[config.mk]
export PLATFORM = sky130hd
export DESIGN_NAME = amc_axis_motion_config
export DESIGN_NICKNAME = d
export VERILOG_FILES = /design/src/verilog/amc_axis_cmd.v /design/src/verilog/amc_axis_motion_config.v /design/src/verilog/amc_div_check.v
export VERILOG_INCLUDE_DIRS = /design/src /design/src/shared
export SDC_FILE = /design/constraint.sdc
export NUM_CORES = 1
export LEC_CHECK = 0
export ABC_AREA = 1
export BUFFER_PORTS_ARGS = -buffer_cell sky130_fd_sc_hd__buf_2
export CAP_MARGIN = 5
export CORE_MARGIN = 8
export CORE_UTILIZATION = 53
export CTS_CLUSTER_SIZE = 20
export DETAILED_ROUTE_END_ITERATION = 8
export PLACE_DENSITY = 0.73
export SYNTH_ARGS = -nofsm -noshare
export SYNTH_HDL_FRONTEND = slang
export SYNTH_SLANG_ARGS = --single-unit
[constraint.sdc]
create_clock -name pclk -period 4.9 [get_ports pclk]
set_clock_uncertainty 0.15 [all_clocks]
set_input_delay 0.735 -clock pclk [delete_from_list [all_inputs] [get_ports pclk]]
set_output_delay 0.735 -clock pclk [all_outputs]
set_load 0.005 [all_outputs]
[src/shared/amc_regs.vh]
// register map, field layout, reset values and limits of the axis motion configuration block
`ifndef AMC_REGS_VH
`define AMC_REGS_VH

// ============================================================
// per-axis register offsets: base + axis * stride; status register at one fixed address
`define AMC_DIV_BASE        12'h000
`define AMC_RATE_BASE       12'h020
`define AMC_DIRN_BASE       12'h040
`define AMC_HOME_BASE       12'h060
`define AMC_HOFS_BASE       12'h080
`define AMC_HOLD_BASE       12'h0A0
`define AMC_STAT_ADDR       12'h0C0
`define AMC_AXIS_STRIDE     12'h004

// ============================================================
// reset values
`define AMC_DIV_RST         8'h14
`define AMC_RATE_RST        10'h014
`define AMC_DIRN_RST        1'b0
`define AMC_HOME_RST        3'h1
`define AMC_HOFS_RST        27'h0000000
`define AMC_HOLD_RST        1'b1

// ============================================================
// limits and units
`define AMC_RATE_MAX        10'h3E8
`define AMC_HOME_MAX        3'h6
`define AMC_HOFS_MAX        27'h5F5E0FF
// 0.5 mm expressed in 0.01 um units
`define AMC_HOFS_DEFAULT    27'h000C350

// ============================================================
// status bits
`define AMC_STAT_REJ_BIT    0

`endif

[src/verilog/amc_axis_cmd.v]
// per-axis step direction, offset selection and estop winding control
`timescale 1ns/10ps
`include "amc_regs.vh"
module amc_axis_cmd (
    // settings
    input  wire        rotation_negative,
    input  wire [2:0]  homing_method_select,
    input  wire [26:0] homing_offset,
    input  wire        estop_winding_hold,
    // live inputs
    input  wire        move_positive,
    input  wire        estop,
    // results
    output wire        motor_dir,
    output wire        homing_enable,
    output wire        offset_used,
    output wire [26:0] offset_eff,
    output wire        winding_on
);

    // a positive move turns the motor the other way when negative is selected
    assign motor_dir     = move_positive ^ rotation_negative;
    assign homing_enable = (homing_method_select != 3'h0);
    assign offset_used   = (homing_method_select == 3'h1) ||
                           (homing_method_select == 3'h5) ||
                           (homing_method_select == 3'h6);
    assign offset_eff    = !offset_used ? 27'h0000000 :
                           (homing_offset == 27'h0000000) ? `AMC_HOFS_DEFAULT : homing_offset;
    assign winding_on    = !estop || estop_winding_hold;

endmodule // amc_axis_cmd

[src/verilog/amc_axis_motion_config.v]
// eight-axis motion configuration register file with APB slave
`timescale 1ns/10ps
`include "amc_regs.vh"
// Operation
// - each axis accepts one of fifteen division factors and uses it for stepping
// - each axis holds travel per full step, 1 to 1000 tenths of micrometre
// - positive move maps to positive or negative rotation per direction setting
// - homing selector: 0 disables, 1 to 6 select a homing procedure
// - homing offset 0 to 99999999, applied only for methods 1, 5, 6
// - offset setting zero means a fixed half millimetre offset
// - per-axis setting keeps or drops winding current on emergency stop
// - independent copy of every setting for each of eight axes
// - settings retained and used as operating configuration
module amc_axis_motion_config #(
    parameter NUM_AXES = 8
) (
    // clock and reset
    input  wire                     pclk,
    input  wire                     presetn,
    // apb slave
    input  wire                     psel,
    input  wire                     penable,
    input  wire                     pwrite,
    input  wire [11:0]              paddr,
    input  wire [31:0]              pwdata,
    input  wire [3:0]               pstrb,
    output reg  [31:0]              prdata,
    output reg                      pready,
    output reg                      pslverr,
    // motion inputs: per-axis move direction and one estop shared by all axes
    input  wire [NUM_AXES-1:0]      move_positive,
    input  wire                     estop_n,
    // per-axis outputs toward drivers
    output reg  [NUM_AXES-1:0]      motor_dir_ff,
    output reg  [NUM_AXES-1:0]      winding_on_ff,
    output reg  [NUM_AXES-1:0]      homing_enable_ff,
    output reg  [NUM_AXES*8-1:0]    step_div_ff,
    output reg  [NUM_AXES*10-1:0]   step_rate_ff,
    output reg  [NUM_AXES*27-1:0]   home_offset_ff,
    output reg  [NUM_AXES*3-1:0]    home_method_ff
);

    // ============================================================
    // storage
    // settings live in flops; retention across power loss belongs to the outer nonvolatile store
    reg [7:0]  div_ff   [0:NUM_AXES-1];
    reg [9:0]  rate_ff  [0:NUM_AXES-1];
    reg        dirn_ff  [0:NUM_AXES-1];
    reg [2:0]  home_ff  [0:NUM_AXES-1];
    reg [26:0] hofs_ff  [0:NUM_AXES-1];
    reg        hold_ff  [0:NUM_AXES-1];
    reg        rej_ff;
    reg [2:0]  estop_sync_ff;

    // ============================================================
    // address decode
    function [2:0] reg_group;
        input [11:0] addr;
        begin
            reg_group = addr[7:5];
        end
    endfunction

    wire [2:0]  wr_axis  = paddr[4:2];
    wire [2:0]  grp      = reg_group(paddr);
    wire        in_map   = (paddr[11:8] == 4'h0) && (paddr[1:0] == 2'b00) &&
                           ((grp <= 3'h5) || (paddr == `AMC_STAT_ADDR));
    wire        access   = psel && penable && pready;
    wire        wr_en    = access && pwrite && in_map;
    wire        full_wr  = (pstrb == 4'hF);

    wire        div_ok;
    wire        rate_ok  = (pwdata[31:10] == 22'h000000) && (pwdata[9:0] != 10'h000) &&
                           (pwdata[9:0] <= `AMC_RATE_MAX);
    wire        home_ok  = (pwdata[31:3] == 29'h00000000) && (pwdata[2:0] <= `AMC_HOME_MAX);
    wire        hofs_ok  = (pwdata[31:27] == 5'h00) && (pwdata[26:0] <= `AMC_HOFS_MAX);
    wire        bit_ok   = (pwdata[31:1] == 31'h00000000);

    amc_div_check u_div_check (
        .factor (pwdata[7:0]),
        .legal  (div_ok)
    );

    wire div_legal = div_ok && (pwdata[31:8] == 24'h000000);

    reg  value_ok;
    always @* begin
        case (grp)
            3'h0: value_ok = div_legal;
            3'h1: value_ok = rate_ok;
            3'h2: value_ok = bit_ok;
            3'h3: value_ok = home_ok;
            3'h4: value_ok = hofs_ok;
            3'h5: value_ok = bit_ok;
            default: value_ok = 1'b1;
        endcase
    end

    wire store = wr_en && full_wr && value_ok && (grp <= 3'h5);
    wire bad_wr = wr_en && (grp <= 3'h5) && !(full_wr && value_ok);

    // ============================================================
    // apb handshake: one wait state, answer in the second access cycle
    always @(posedge pclk or negedge presetn) begin
        if (!presetn) begin
            pready  <= 1'b0;
            pslverr <= 1'b0;
            prdata  <= 32'h00000000;
        end else begin
            pready  <= psel && penable && !pready;
            pslverr <= psel && penable && !pready &&
                       (!in_map || (pwrite && (grp <= 3'h5) && !(full_wr && value_ok)));
            prdata  <= 32'h00000000;
            if (psel && penable && !pready && !pwrite && in_map) begin
                case (grp)
                    3'h0: prdata <= {24'h000000, div_ff[wr_axis]};
                    3'h1: prdata <= {22'h000000, rate_ff[wr_axis]};
                    3'h2: prdata <= {31'h00000000, dirn_ff[wr_axis]};
                    3'h3: prdata <= {29'h00000000, home_ff[wr_axis]};
                    3'h4: prdata <= {5'h00, hofs_ff[wr_axis]};
                    3'h5: prdata <= {31'h00000000, hold_ff[wr_axis]};
                    default: prdata <= {31'h00000000, rej_ff};
                endcase
            end
        end
    end

    // ============================================================
    // status: sticky reject flag, cleared by writing one to it
    wire clr_rej = wr_en && (paddr == `AMC_STAT_ADDR) && pwdata[`AMC_STAT_REJ_BIT];
    always @(posedge pclk or negedge presetn) begin
        if (!presetn) begin
            rej_ff <= 1'b0;
        end else if (bad_wr) begin
            rej_ff <= 1'b1;
        end else if (clr_rej) begin
            rej_ff <= 1'b0;
        end
    end

    // estop arrives from a pin: three flops, change counts when last two agree
    reg estop_ff;
    always @(posedge pclk or negedge presetn) begin
        if (!presetn) begin
            estop_sync_ff <= 3'b111;
            estop_ff      <= 1'b0;
        end else begin
            estop_sync_ff <= {estop_sync_ff[1:0], estop_n};
            if (estop_sync_ff[2] == estop_sync_ff[1]) begin
                estop_ff <= !estop_sync_ff[2];
            end
        end
    end

    // ============================================================
    // per-axis settings and outputs
    genvar a;
    generate
        for (a = 0; a < NUM_AXES; a = a + 1) begin : g_axis
            localparam [2:0] AXIS_ID = a;
            wire        sel = store && (wr_axis == AXIS_ID);
            wire        dir_w;
            wire        hen_w;
            wire [26:0] ofs_w;
            wire        win_w;

            always @(posedge pclk or negedge presetn) begin
                if (!presetn) begin
                    div_ff[a]  <= `AMC_DIV_RST;
                    rate_ff[a] <= `AMC_RATE_RST;
                    dirn_ff[a] <= `AMC_DIRN_RST;
                    home_ff[a] <= `AMC_HOME_RST;
                    hofs_ff[a] <= `AMC_HOFS_RST;
                    hold_ff[a] <= `AMC_HOLD_RST;
                end else if (sel) begin
                    case (grp)
                        3'h0: div_ff[a]  <= pwdata[7:0];
                        3'h1: rate_ff[a] <= pwdata[9:0];
                        3'h2: dirn_ff[a] <= pwdata[0];
                        3'h3: home_ff[a] <= pwdata[2:0];
                        3'h4: hofs_ff[a] <= pwdata[26:0];
                        3'h5: hold_ff[a] <= pwdata[0];
                        default: hold_ff[a] <= hold_ff[a];
                    endcase
                end
            end

            amc_axis_cmd u_cmd (
                .rotation_negative    (dirn_ff[a]),
                .homing_method_select (home_ff[a]),
                .homing_offset        (hofs_ff[a]),
                .estop_winding_hold   (hold_ff[a]),
                .move_positive        (move_positive[a]),
                .estop                (estop_ff),
                .motor_dir            (dir_w),
                .homing_enable        (hen_w),
                .offset_used          (),
                .offset_eff           (ofs_w),
                .winding_on           (win_w)
            );

            // registered copies feed pulse generation and homing; travel per step feeds distance conversion
            always @(posedge pclk or negedge presetn) begin
                if (!presetn) begin
                    motor_dir_ff[a]          <= 1'b1;
                    winding_on_ff[a]         <= 1'b1;
                    homing_enable_ff[a]      <= 1'b1;
                    step_div_ff[a*8 +: 8]    <= `AMC_DIV_RST;
                    step_rate_ff[a*10 +: 10] <= `AMC_RATE_RST;
                    home_offset_ff[a*27 +: 27] <= 27'h0000000;
                    home_method_ff[a*3 +: 3] <= `AMC_HOME_RST;
                end else begin
                    motor_dir_ff[a]          <= dir_w;
                    winding_on_ff[a]         <= win_w;
                    homing_enable_ff[a]      <= hen_w;
                    step_div_ff[a*8 +: 8]    <= div_ff[a];
                    step_rate_ff[a*10 +: 10] <= rate_ff[a];
                    home_offset_ff[a*27 +: 27] <= ofs_w;
                    home_method_ff[a*3 +: 3] <= home_ff[a];
                end
            end
        end
    endgenerate

endmodule // amc_axis_motion_config

[src/verilog/amc_div_check.v]
// legality check for microstep division factors
`timescale 1ns/10ps
module amc_div_check (
    // factor under test
    input  wire [7:0] factor,
    // result
    output wire       legal
);

    reg ok;

    always @* begin
        case (factor)
            8'h01, 8'h02, 8'h04, 8'h05, 8'h08, 8'h0A, 8'h14, 8'h19,
            8'h28, 8'h32, 8'h50, 8'h64, 8'h7D, 8'hC8, 8'hFA: ok = 1'b1;
            default: ok = 1'b0;
        endcase
    end

    assign legal = ok;

endmodule // amc_div_check
Word level (Yosys, flattened, before mapping) --
Cells that the tools add are included.
Operators by class: order comparisons 5, equality and inequality tests 54, muxes and demuxes 40, bitwise logic cells 9, reduce and logical (&&, ||, !) cells 142
Operators by type and width (count):
- $mux W27 | 19
- $logic_not A27 Y1 | 8
- $pmux W27 S6 | 1
- $reduce_and A2 Y1 | 48
- $bmux W27 S3 | 1
- $eq A3 B3 Y1 const B | 22
- $logic_and A1 B1 Y1 | 33
- $logic_not A31 Y1 | 1
- $bmux W10 S3 | 1
- $eq A3 B1 Y1 const B | 10
- $logic_not A29 Y1 | 1
- $le A27 B27 Y1 const B | 1
- $logic_or A1 B1 Y1 | 26
- $bmux W8 S3 | 1
- $eq A8 B7 Y1 const B | 3
- $logic_not A24 Y1 | 1
- $reduce_bool A3 Y1 | 8
- $logic_not A22 Y1 | 1
- $mux W10 | 2
- $eq A8 B3 Y1 const B | 2
- $eq A8 B4 Y1 const B | 2
- $eq A8 B5 Y1 const B | 2
- $eq A8 B6 Y1 const B | 2
- $eq A8 B8 Y1 const B | 2
- 26 further kinds | 52
Storage, ports and cells: bits in registers 847, input bits 62, output and inout bits 442, word-level logic and storage cells 360

Depth between registers and ports, before layout --
Gate-level depths: netlist of the first run.
word-level depth 10, depth in mapped cells 17, mapped depth without buffers 14

By module --
A second synthesis of the first run with hierarchy kept.
Second synthesis, totals: cells, all modules 3660, area, all modules 33722.3 sq um
Modules (own cells, without submodules):
- amc_axis_motion_config | instances 1, cells an instance 2873, area an instance 30451.7 sq um, seq. area each 21214.1 sq um
- amc_axis_cmd | instances 8, cells an instance 91, area an instance 379.1 sq um, seq. area each 0.0 sq um
- amc_div_check | instances 1, cells an instance 59, area an instance 237.7 sq um, seq. area each 0.0 sq um

Worst setup path after synthesis of the first run --
Ideal clock, no wire load.
path type input to register, start point input pwdata[10], end point register hofs_ff[33] (netlist bit), arrival time 2.507 ns, path slack 2.113 ns, stages on the path 13, cell sequence clkbuf_1 > or2_2 > nor2_1 > nand2_1 > nand3_1 > nand3_1 > nand2_1 > nand2_1 > nand3_4 > nand4_2 > nor2_2 > clkbuf_1 > o21ai_0
On the way: longest elaborated chain between the ends 8
RTL lines:
- start: declaration | RTL line amc_axis_motion_config.v:25 | input wire [31:0] pwdata,
- parallel branches: the longest is 3 deep, another holds $le A27 B27 Y1
- $pmux W1 S5 * | RTL line amc_axis_motion_config.v:88 | case (grp)
- $logic_and A1 B1 Y1 * (2 in series) | RTL line amc_axis_motion_config.v:99 | wire store = wr_en && full_wr && value_ok && (grp <= 3'h5);
- $logic_and A1 B1 Y1 * | RTL line amc_axis_motion_config.v:161 | wire sel = store && (wr_axis == AXIS_ID);
- $reduce_and A2 Y1 (no source line) *
- end signal: indexed assignment | RTL line amc_axis_motion_config.v:173 | hofs_ff[a] <= `AMC_HOFS_RST;
- end signal: indexed assignment | RTL line amc_axis_motion_config.v:181 | 3'h4: hofs_ff[a] <= pwdata[26:0];
- end: declaration | RTL line amc_axis_motion_config.v:50 | reg [26:0] hofs_ff [0:NUM_AXES-1];
Every way passes the cells marked *. A chain may end at the register's enable or synchronous reset.

Final worst setup path of the first run --
start point input pwdata[6], end point register div_ff[44] (netlist bit)
On the way: longest elaborated chain between the ends 9
RTL lines:
- parallel branches: the longest is 4 deep, another holds $le A27 B27 Y1
- $pmux W1 S5 * | RTL line amc_axis_motion_config.v:88
- $logic_and A1 B1 Y1 * (2 in series) | RTL line amc_axis_motion_config.v:99
- $logic_and A1 B1 Y1 * | RTL line amc_axis_motion_config.v:161
- $reduce_and A2 Y1 (no source line) *
- end signal: indexed assignment | RTL line amc_axis_motion_config.v:169 | div_ff[a] <= `AMC_DIV_RST;
- end signal: indexed assignment | RTL line amc_axis_motion_config.v:177 | 3'h0: div_ff[a] <= pwdata[7:0];
- end: declaration | RTL line amc_axis_motion_config.v:46 | reg [7:0] div_ff [0:NUM_AXES-1];
Marked as above.

==> results.tsv, run 1 <==
stage	metric	value	unit
synthesis	synthesis.area	0.0323	mm2
grt	gr-total-overflow	0	
worst_setup_path	worst_r2r_startpoint	pready	
floorplanning	start_util	0.536	
grt	gr-usage-met1	0.418	
cells_and_area	fin_nets	3756	
worst_setup_path	crit_path_start	pwdata[6]	
grt	grt_pass1_wl	169000	um
hold_path	worst_hold_path.endpoint	estop_sync_ff[0]	
timing	slew_headroom	0.135	
worst_setup_path	r2r-end	div_ff[44]	
worst_setup_path	crit_chain	buf_2, nand2_1, nor2_1, nand2_1, nor3_1, nand3_1, nand2_1, nand2_1, nand3_4, nand4_2, nor2_1, nand2_1, o21ai_0	
floorplanning	fp.dieArea	0.0691	mm2
floorplanning	die_w	263	um
synthesis	yosys_warnings	0	
timing	setup_viol_count_final	0	
floorplanning	io_pins	504	
grt	grt_usage	0.320	
synthesis	synth_edf_count	0	
timing	rsz0062_at_grt	false	
worst_setup_path	endpoint_kind	flop	
worst_setup_path	critPathMostFrequentCell	nand2_1	
pwr	p_seq_frac	0.494	
timing	worstMarginPinSlew	1300	ps
worst_setup_path	r2r_slack	1730	ps
detailed_routing	dr.pass1.iters	9	
floorplanning	rows	90	
clock_network	postCtsSetupRepairBufs	0	
clock_network	insertion_delay	650	ps
grt	grt_max_degree	93	
hold_path	min_from	estop_n	
hold_path	hold_depth	1	
worst_setup_path	cp_slowest_cell	nor2_1	
synthesis	yosysSeqAreaShare	0.657	
clock_network	cts_hold_buffers	1	
pwr	power_switching	3.25	mW
clock_network	tritoncts	yes	
worst_setup_path	worstRegToRegCells	6	
hold_path	min_path_type	in -> reg	
floorplanning	core_area	0.0602	mm2
grt	use_met3	0.0826	
pwr	clockPowerShare	0.461	
pwr	p_sw_frac	0.230	
cells_and_area	areaGrowthSynthToFinish	19.0	%
pwr	p_int	10.9	mW
detailed_routing	vias_per_cell	5.84	
clock_network	clockBufferDepth	3	
synthesis	synthArstFlopShare	1.00	
synthesis	ys_ff_latch	842	
worst_setup_path	max_stage_delay	880	ps
clock_network	root_buffer	clkbuf_16	
clock_network	cts_resized	0	
clock_network	cts-buffers-inserted	83	
pwr	power.density	368	mW/mm2
timing	fin_crit_sh	0.745	
timing	fmax	0.274	GHz
grt	antenna_found_initial	7	
cells_and_area	fin_area	0.0384	mm2
synthesis	syn_avg_cell_area	9.93	um2
worst_setup_path	cp_num_buf_inv	1	
placement	hpwl	78000	um
synthesis	synth_flop_cell	dfrtp_1	
floorplanning	die_h	263	um
detailed_routing	via_count	26600	
timing	drv_slew	0	
pwr	power_frac_comb	0.045	
run	drv_cap	0	
placement	io_buffer_count	498	
worst_setup_path	cp_top_family	simple AND/OR/NAND/NOR gates	
placement	globalplace.congestion	0.919	
clock_network	clk_pin_slew	60	ps
grt	top_usage_layer	met2	
detailed_routing	avgRoutedWirePerCell	24.7	um
detailed_routing	drc_errors	0	
timing	fin_crit	3650	ps
detailed_routing	final_antenna_net_count	0	
placement	dpl_cell_area	0.0356	mm2
grt	use_met2	0.499	
worst_setup_path	crit_type	in -> reg	
synthesis	ys_types	47	
pwr	p_leak	19.8	nW
run_status	status	complete, no violations	
timing	timing.setup.tns	0	ps
detailed_routing	wl	113000	um
pwr	peakVddDrop	0.286	mV
worst_setup_path	critPathRequiredTime	5300	ps
cells_and_area	drive_gt1_frac	0.227	
clock_network	clock-sinks	842	
worst_setup_path	critPathArrivalTime	4050	ps
worst_setup_path	critPathMaxFanout	27	
timing	hold_viol_final	0	
worst_setup_path	cp-start-kind	input pin	
detailed_routing	drtIter0Drc	3463	
synthesis	synthCells	3252	
clock_network	htree_num_levels	3	
grt	grt_pass1_vias	26800	
[sequential cells by signal (all words and copies together), names as in the netlist, 3 cells and up]
name / cells
hofs_ff: 216
prdata: 27
estop_sync_ff: 3
home_offset_ff: 216
rate_ff: 80
home_ff: 24
step_div_ff: 64
div_ff: 64
motor_dir_ff: 8
homing_enable_ff: 8
winding_on_ff: 8
step_rate_ff: 80
home_method_ff: 24
dirn_ff: 8
hold_ff: 8
[kinds of logic after synthesis]
| logic type | synth area share |
|---|---|
| AO/OA/AOI/OAI | 0.129 |
| flip-flops | 0.657 |
| AND/OR/NAND/NOR | 0.143 |
| buffers and inverters | 0.0693 |
| XOR/XNOR | 0.00217 |
| other | 0.000116 |
[layout make-up]
class	instances	area [um2]
Antenna cell	6	15.0
Clock buffer	123	2460
Clock inverter	32	377
Fill cell	4690	21800
Inverter	367	1380
Multi-Input combinational cell	1843	8940
Sequential cell	842	21200
Tap cell	782	978
Timing Repair Buffer	557	3070
[per-stage QoR]
step                      total power, mW  hold slack (ps)   util  cells  worst slack [ps]
after detailed placement             7.73              197  0.590   4390               735
after global placement               7.73              196  0.590   4390               854
after CTS                            14.2             27.8  0.638   4546              1410
final                                14.1             64.3  0.638   4552              1250
after floorplan                      7.36              195      -   3256              2110
after global routing                 14.5             40.5  0.638   4547               946
[cells in the mapped netlist (8+ instances only)]
cell / instances / area, um2
nor4_1: 21 / 131
a21oi_1: 102 / 510
a2111oi_0: 11 / 96.3
buf_2: 57 / 285
clkbuf_1: 129 / 484
o21ai_0: 399 / 2000
nand3_1: 49 / 245
nor3_1: 39 / 195
o311ai_0: 11 / 96.3
o211ai_1: 25 / 188
nor2_2: 15 / 93.8
inv_1: 359 / 1350
a22oi_1: 11 / 82.6
o2111ai_1: 18 / 158
dfstp_2: 115 / 3020
nor2_1: 313 / 1170
nand4_1: 44 / 275
a221oi_1: 27 / 236
buf_1: 12 / 45.0
o21ai_1: 16 / 80.1
xor2_1: 8 / 70.1
o221ai_1: 10 / 87.6
nand2_1: 608 / 2280
o22ai_1: 80 / 500
dfrtp_1: 727 / 18200
[power groups by stage]
| stage | clock network (mW) | registers, mW | logic, mW |
|---|---|---|---|
| 2_1_floorplan | 0 | 7.11 | 0.249 |
| 3_5_place_dp | 0 | 7.11 | 0.621 |
| 5_1_grt | 6.86 | 6.98 | 0.678 |
| 4_1_cts | 6.58 | 6.99 | 0.623 |
| 3_3_place_gp | 0 | 7.11 | 0.617 |
| 6_report | 6.52 | 6.99 | 0.633 |
[layout by cell type (no fill, tap or decap), drive strengths merged, types with 21 or more instances in the layout]
cell    instances
nor3           43
o21ai         415
buf           556
dfrtp         727
nor2          329
nand3          52
dfstp         115
nand4          49
clkinv         22
o22ai          80
o211ai         25
nand2         608
a21oi         102
inv           368
clkbuf        123
a221oi         27
nor4           21
[routing by layer]
| layer | routed length, um | vias to the layer above | part of all wire |
|---|---|---|---|
| met5 | 7 | - | 0.000062 |
| met4 | 5730 | 2 | 0.051 |
| met3 | 13500 | 346 | 0.12 |
| met2 | 51600 | 1883 | 0.46 |
| met1 | 41700 | 12900 | 0.37 |
| li1 | - | 11500 | - |
[how the worst max path moves through the flow]
stage / to / slack (ps) / cells after the start
floorplan: hofs_ff[33] / 2110 / 13
global placement: div_ff[40] / 850 / 12
detailed placement: div_ff[40] / 740 / 12
CTS: div_ff[44] / 1410 / 13
global route: div_ff[43] / 950 / 12
finish: div_ff[44] / 1250 / 13
No activity file was read; power rests on OpenSTA's default activity.
==> run 2, diff against run 1 <==
- ABC_AREA: 1 -> 0
- CORE_UTILIZATION: 53 -> 51
- PLACE_DENSITY: 0.73 -> 0.74
- clock period: 4.9 -> 3.2 ns (I/O delays scaled with it)
==> results.tsv, run 2 <==
stage	metric	value	unit	change
clock_network	cts-buffers-inserted	85		+2.4%
synthesis	synthArstFlopShare	1.00		unchanged
clock_network	clockBufferDepth	3		unchanged
synthesis	synth_flop_cell	dfrtp_1		
timing	slew_headroom	0.271		+0.137
floorplanning	core_area	0.0640	mm2	+6.2%
pwr	power_frac_comb	0.033		-0.012
synthesis	synth_edf_count	0		unchanged
pwr	peakVddDrop	0.351	mV	+23%
timing	fin_crit	3060	ps	
synthesis	synth_most_common_cell	dfrtp_1		
synthesis	yosys.area.top_type_share	0.556		-0.00752
worst_setup_path	worst_r2r_startpoint	pready		
grt	grt_max_degree	115		+24%
worst_setup_path	endpoint_kind	flop		
detailed_routing	wl	101000	um	-9.9%
timing	setup_viol_count_final	0		unchanged
hold_path	min_path_type	in -> reg		
worst_setup_path	r2r-end	rate_ff[8]		
cells_and_area	reg.largest.list	hofs_ff: 216 flops, home_offset_ff: 216 flops		
synthesis	yosys_warnings	0		unchanged
worst_setup_path	crit_path_start	pwdata[28]		
timing	fin_crit_sh	0.955		
clock_network	root_buffer	clkbuf_16		
worst_setup_path	crit_type	in -> reg		
timing	rsz0062_at_grt	false		
cells_and_area	fin_nets	2729		-27%
synthesis	yosys-top-cells-count	dfrtp_1 (727), mux2_2 (407), and2_1 (151)		
cells_and_area	final_common_cell	dfrtp_1		
clock_network	clock-sinks	842		unchanged
worst_setup_path	r2r_slack	780	ps	-950 ps
synthesis	synthesis.area	0.0327	mm2	+1.4%
cells_and_area	areaGrowthSynthToFinish	22.1	%	
floorplanning	die_h	269	um	+2.5%
timing	hold_viol_final	0		unchanged
floorplanning	fp.dieArea	0.0725	mm2	+5.0%
placement	io_buffer_count	498		unchanged
cells_and_area	drive_gt1_frac	0.508		+0.280
placement	globalplace.congestion	0.921		+0.25%
worst_setup_path	worstRegToRegCells	8		+2
synthesis	ys_types	57		+21%
timing	worstMarginPinSlew	1070	ps	-226 ps
timing	timing.setup.tns	0	ps	unchanged
detailed_routing	via_count	21100		-21%
timing	drv_slew	0		unchanged
grt	antenna_found_initial	13		+6
pwr	power.density	546	mW/mm2	+48%
run	drv_cap	0		unchanged
detailed_routing	avgRoutedWirePerCell	28.1	um	+14%
pwr	clockPowerShare	0.477		+0.016
detailed_routing	vias_per_cell	5.86		+0.37%
placement	hpwl	72600	um	-7.0%
clock_network	insertion_delay	650	ps	about the same
pwr	power_switching	4.79	mW	+47%
synthesis	synthCells	2105		-35%
worst_setup_path	critPathRequiredTime	3570	ps	-1730 ps
clock_network	postCtsSetupRepairBufs	0		unchanged
clock_network	cts_resized	0		unchanged
grt	gr-total-overflow	0		unchanged
worst_setup_path	endpoint	rate_ff[8]		
run_status	status	complete, no violations		
synthesis	yosys.area.top_type	dfrtp_1		
placement	dpl_worst_slack	-111	ps	-846 ps
synthesis	syn_avg_cell_area	15.5	um2	+57%
detailed_routing	final_antenna_net_count	0		unchanged
pwr	p_sw_frac	0.220		-0.0105
pwr	p_leak	20.7	nW	+4.3%
clock_network	clk_pin_slew	70	ps	about the same
floorplanning	rows	93		+3.3%
floorplanning	start_util	0.511		-0.0246
pwr	p_int	17.0	mW	+56%
synthesis	ys_ff_latch	842		unchanged
floorplanning	io_pins	504		unchanged
clock_network	tritoncts	yes		
synthesis	yosysSeqAreaShare	0.648		-0.00877
grt	grt_usage	0.275		-0.0456
grt	grt_pass1_wl	150000	um	-11%
detailed_routing	dr.pass1.iters	5		-4
worst_setup_path	cp-start-kind	input pin		
detailed_routing	drtIter0Drc	1960		-43%
timing	fin_ws	144	ps	-1100 ps
worst_setup_path	critPathMaxFanout	32		+19%
detailed_routing	drc_errors	0		unchanged
grt	grt_pass1_vias	22300		-17%
clock_network	htree_num_levels	3		unchanged
timing	fmax	0.327	GHz	
cells_and_area	fill_cells	4687		-0.064%
worst_setup_path	critPathArrivalTime	3430	ps	-620 ps
floorplanning	die_w	269	um	+2.5%
pwr	p_seq_frac	0.490		-0.004
synthesis	synthTopCellsByArea	dfrtp_1 (56%), mux2_2 (14%), dfstp_2 (9.2%), mux4_2 (7.0%), and2_1 (2.9%)		
cells_and_area	layout_common_cells	dfrtp_1 (727), buf_2 (494), mux2_2 (407)		
-- run 2: worst min-delay path by stage --
stage                           from          endpoint  slack [ps]  cells past startpoint
finish                      paddr[7]         prdata[0]         110                      2
global route                paddr[7]         prdata[0]         100                      2
CTS                         paddr[7]         prdata[0]          70                      2
detailed placement  estop_sync_ff[0]  estop_sync_ff[1]         200                      0
global placement    estop_sync_ff[0]  estop_sync_ff[1]         200                      0
floorplan                    presetn        dirn_ff[0]          30                      0
-- run 2: cell type report --
class	count	area (um2)	share of cell area
clock buffers	117	2420	0.0605
flip-flops and latches	842	21200	0.531
multi-input cells	1128	11000	0.275
well taps	855	1070	0.0268
diodes	11	27.5	0.000689
clock inverters	38	549	0.0137
repair buffers	607	3690	0.0924
inverters	3	11.3	0.000282
-- run 2: power groups by stage --
stage	clock [mW]	combinational [mW]	sequential (mW)
2_1_floorplan	0	0.268	10.9
6_report	10.4	0.729	10.7
4_1_cts	10.5	0.738	10.7
3_3_place_gp	0	0.707	10.9
5_1_grt	11.0	0.795	10.7
3_5_place_dp	0	0.723	10.9
-- run 2: cells by family (layout without fill, tap and decap cells) --
| group | Yosys count | count (layout) | share of synthesized area |
|---|---|---|---|
| flops | 842 | 842 | 0.648 |
| mux | 550 | 550 | 0.222 |
| simple gates | 466 | 466 | 0.0837 |
| buf+inv | 139 | 765 | 0.0178 |
| compound gates | 99 | 99 | 0.0255 |
| xor+xnor | 8 | 8 | 0.00214 |
| other cells | 1 | 16 | 0.000115 |
-- run 2: through the flow --
stage               instance area, um2  total power, mW   util  instances  hold slack, ps
finish                           40000             21.8  0.624       3601             106
floorplan                        32700             11.2      -       2109            34.4
global route                     40000             22.5  0.624       3601            95.2
detailed placement               36800             11.6  0.576       3423             199
global placement                 36800             11.6  0.576       3423             200
CTS                              39900             22.0  0.624       3590            66.4
-- run 2: routing by layer --
layer	vias up	share of wire	track usage
met5	-	0.00024	0
met4	4	0.044	0.126
met3	217	0.076	0.0600
met2	1005	0.49	0.440
met1	11200	0.39	0.359
li1	8700	-	-
-- run 2: critical path, stage by stage --
cell,delay [ps]
buf_2,100
nor4_1,780
buf_4,280
and4b_1,200
nand4_1,80
buf_4,190
nand2b_1,180
buf_12,190
nor4_2,260
buf_4,280
mux2_2,370
-- run 2: what timing repair did --
action	CTS	global route
hold buffers	12	0
hold endpoints to repair	52	0
endpoints found under the setup margin	0	0
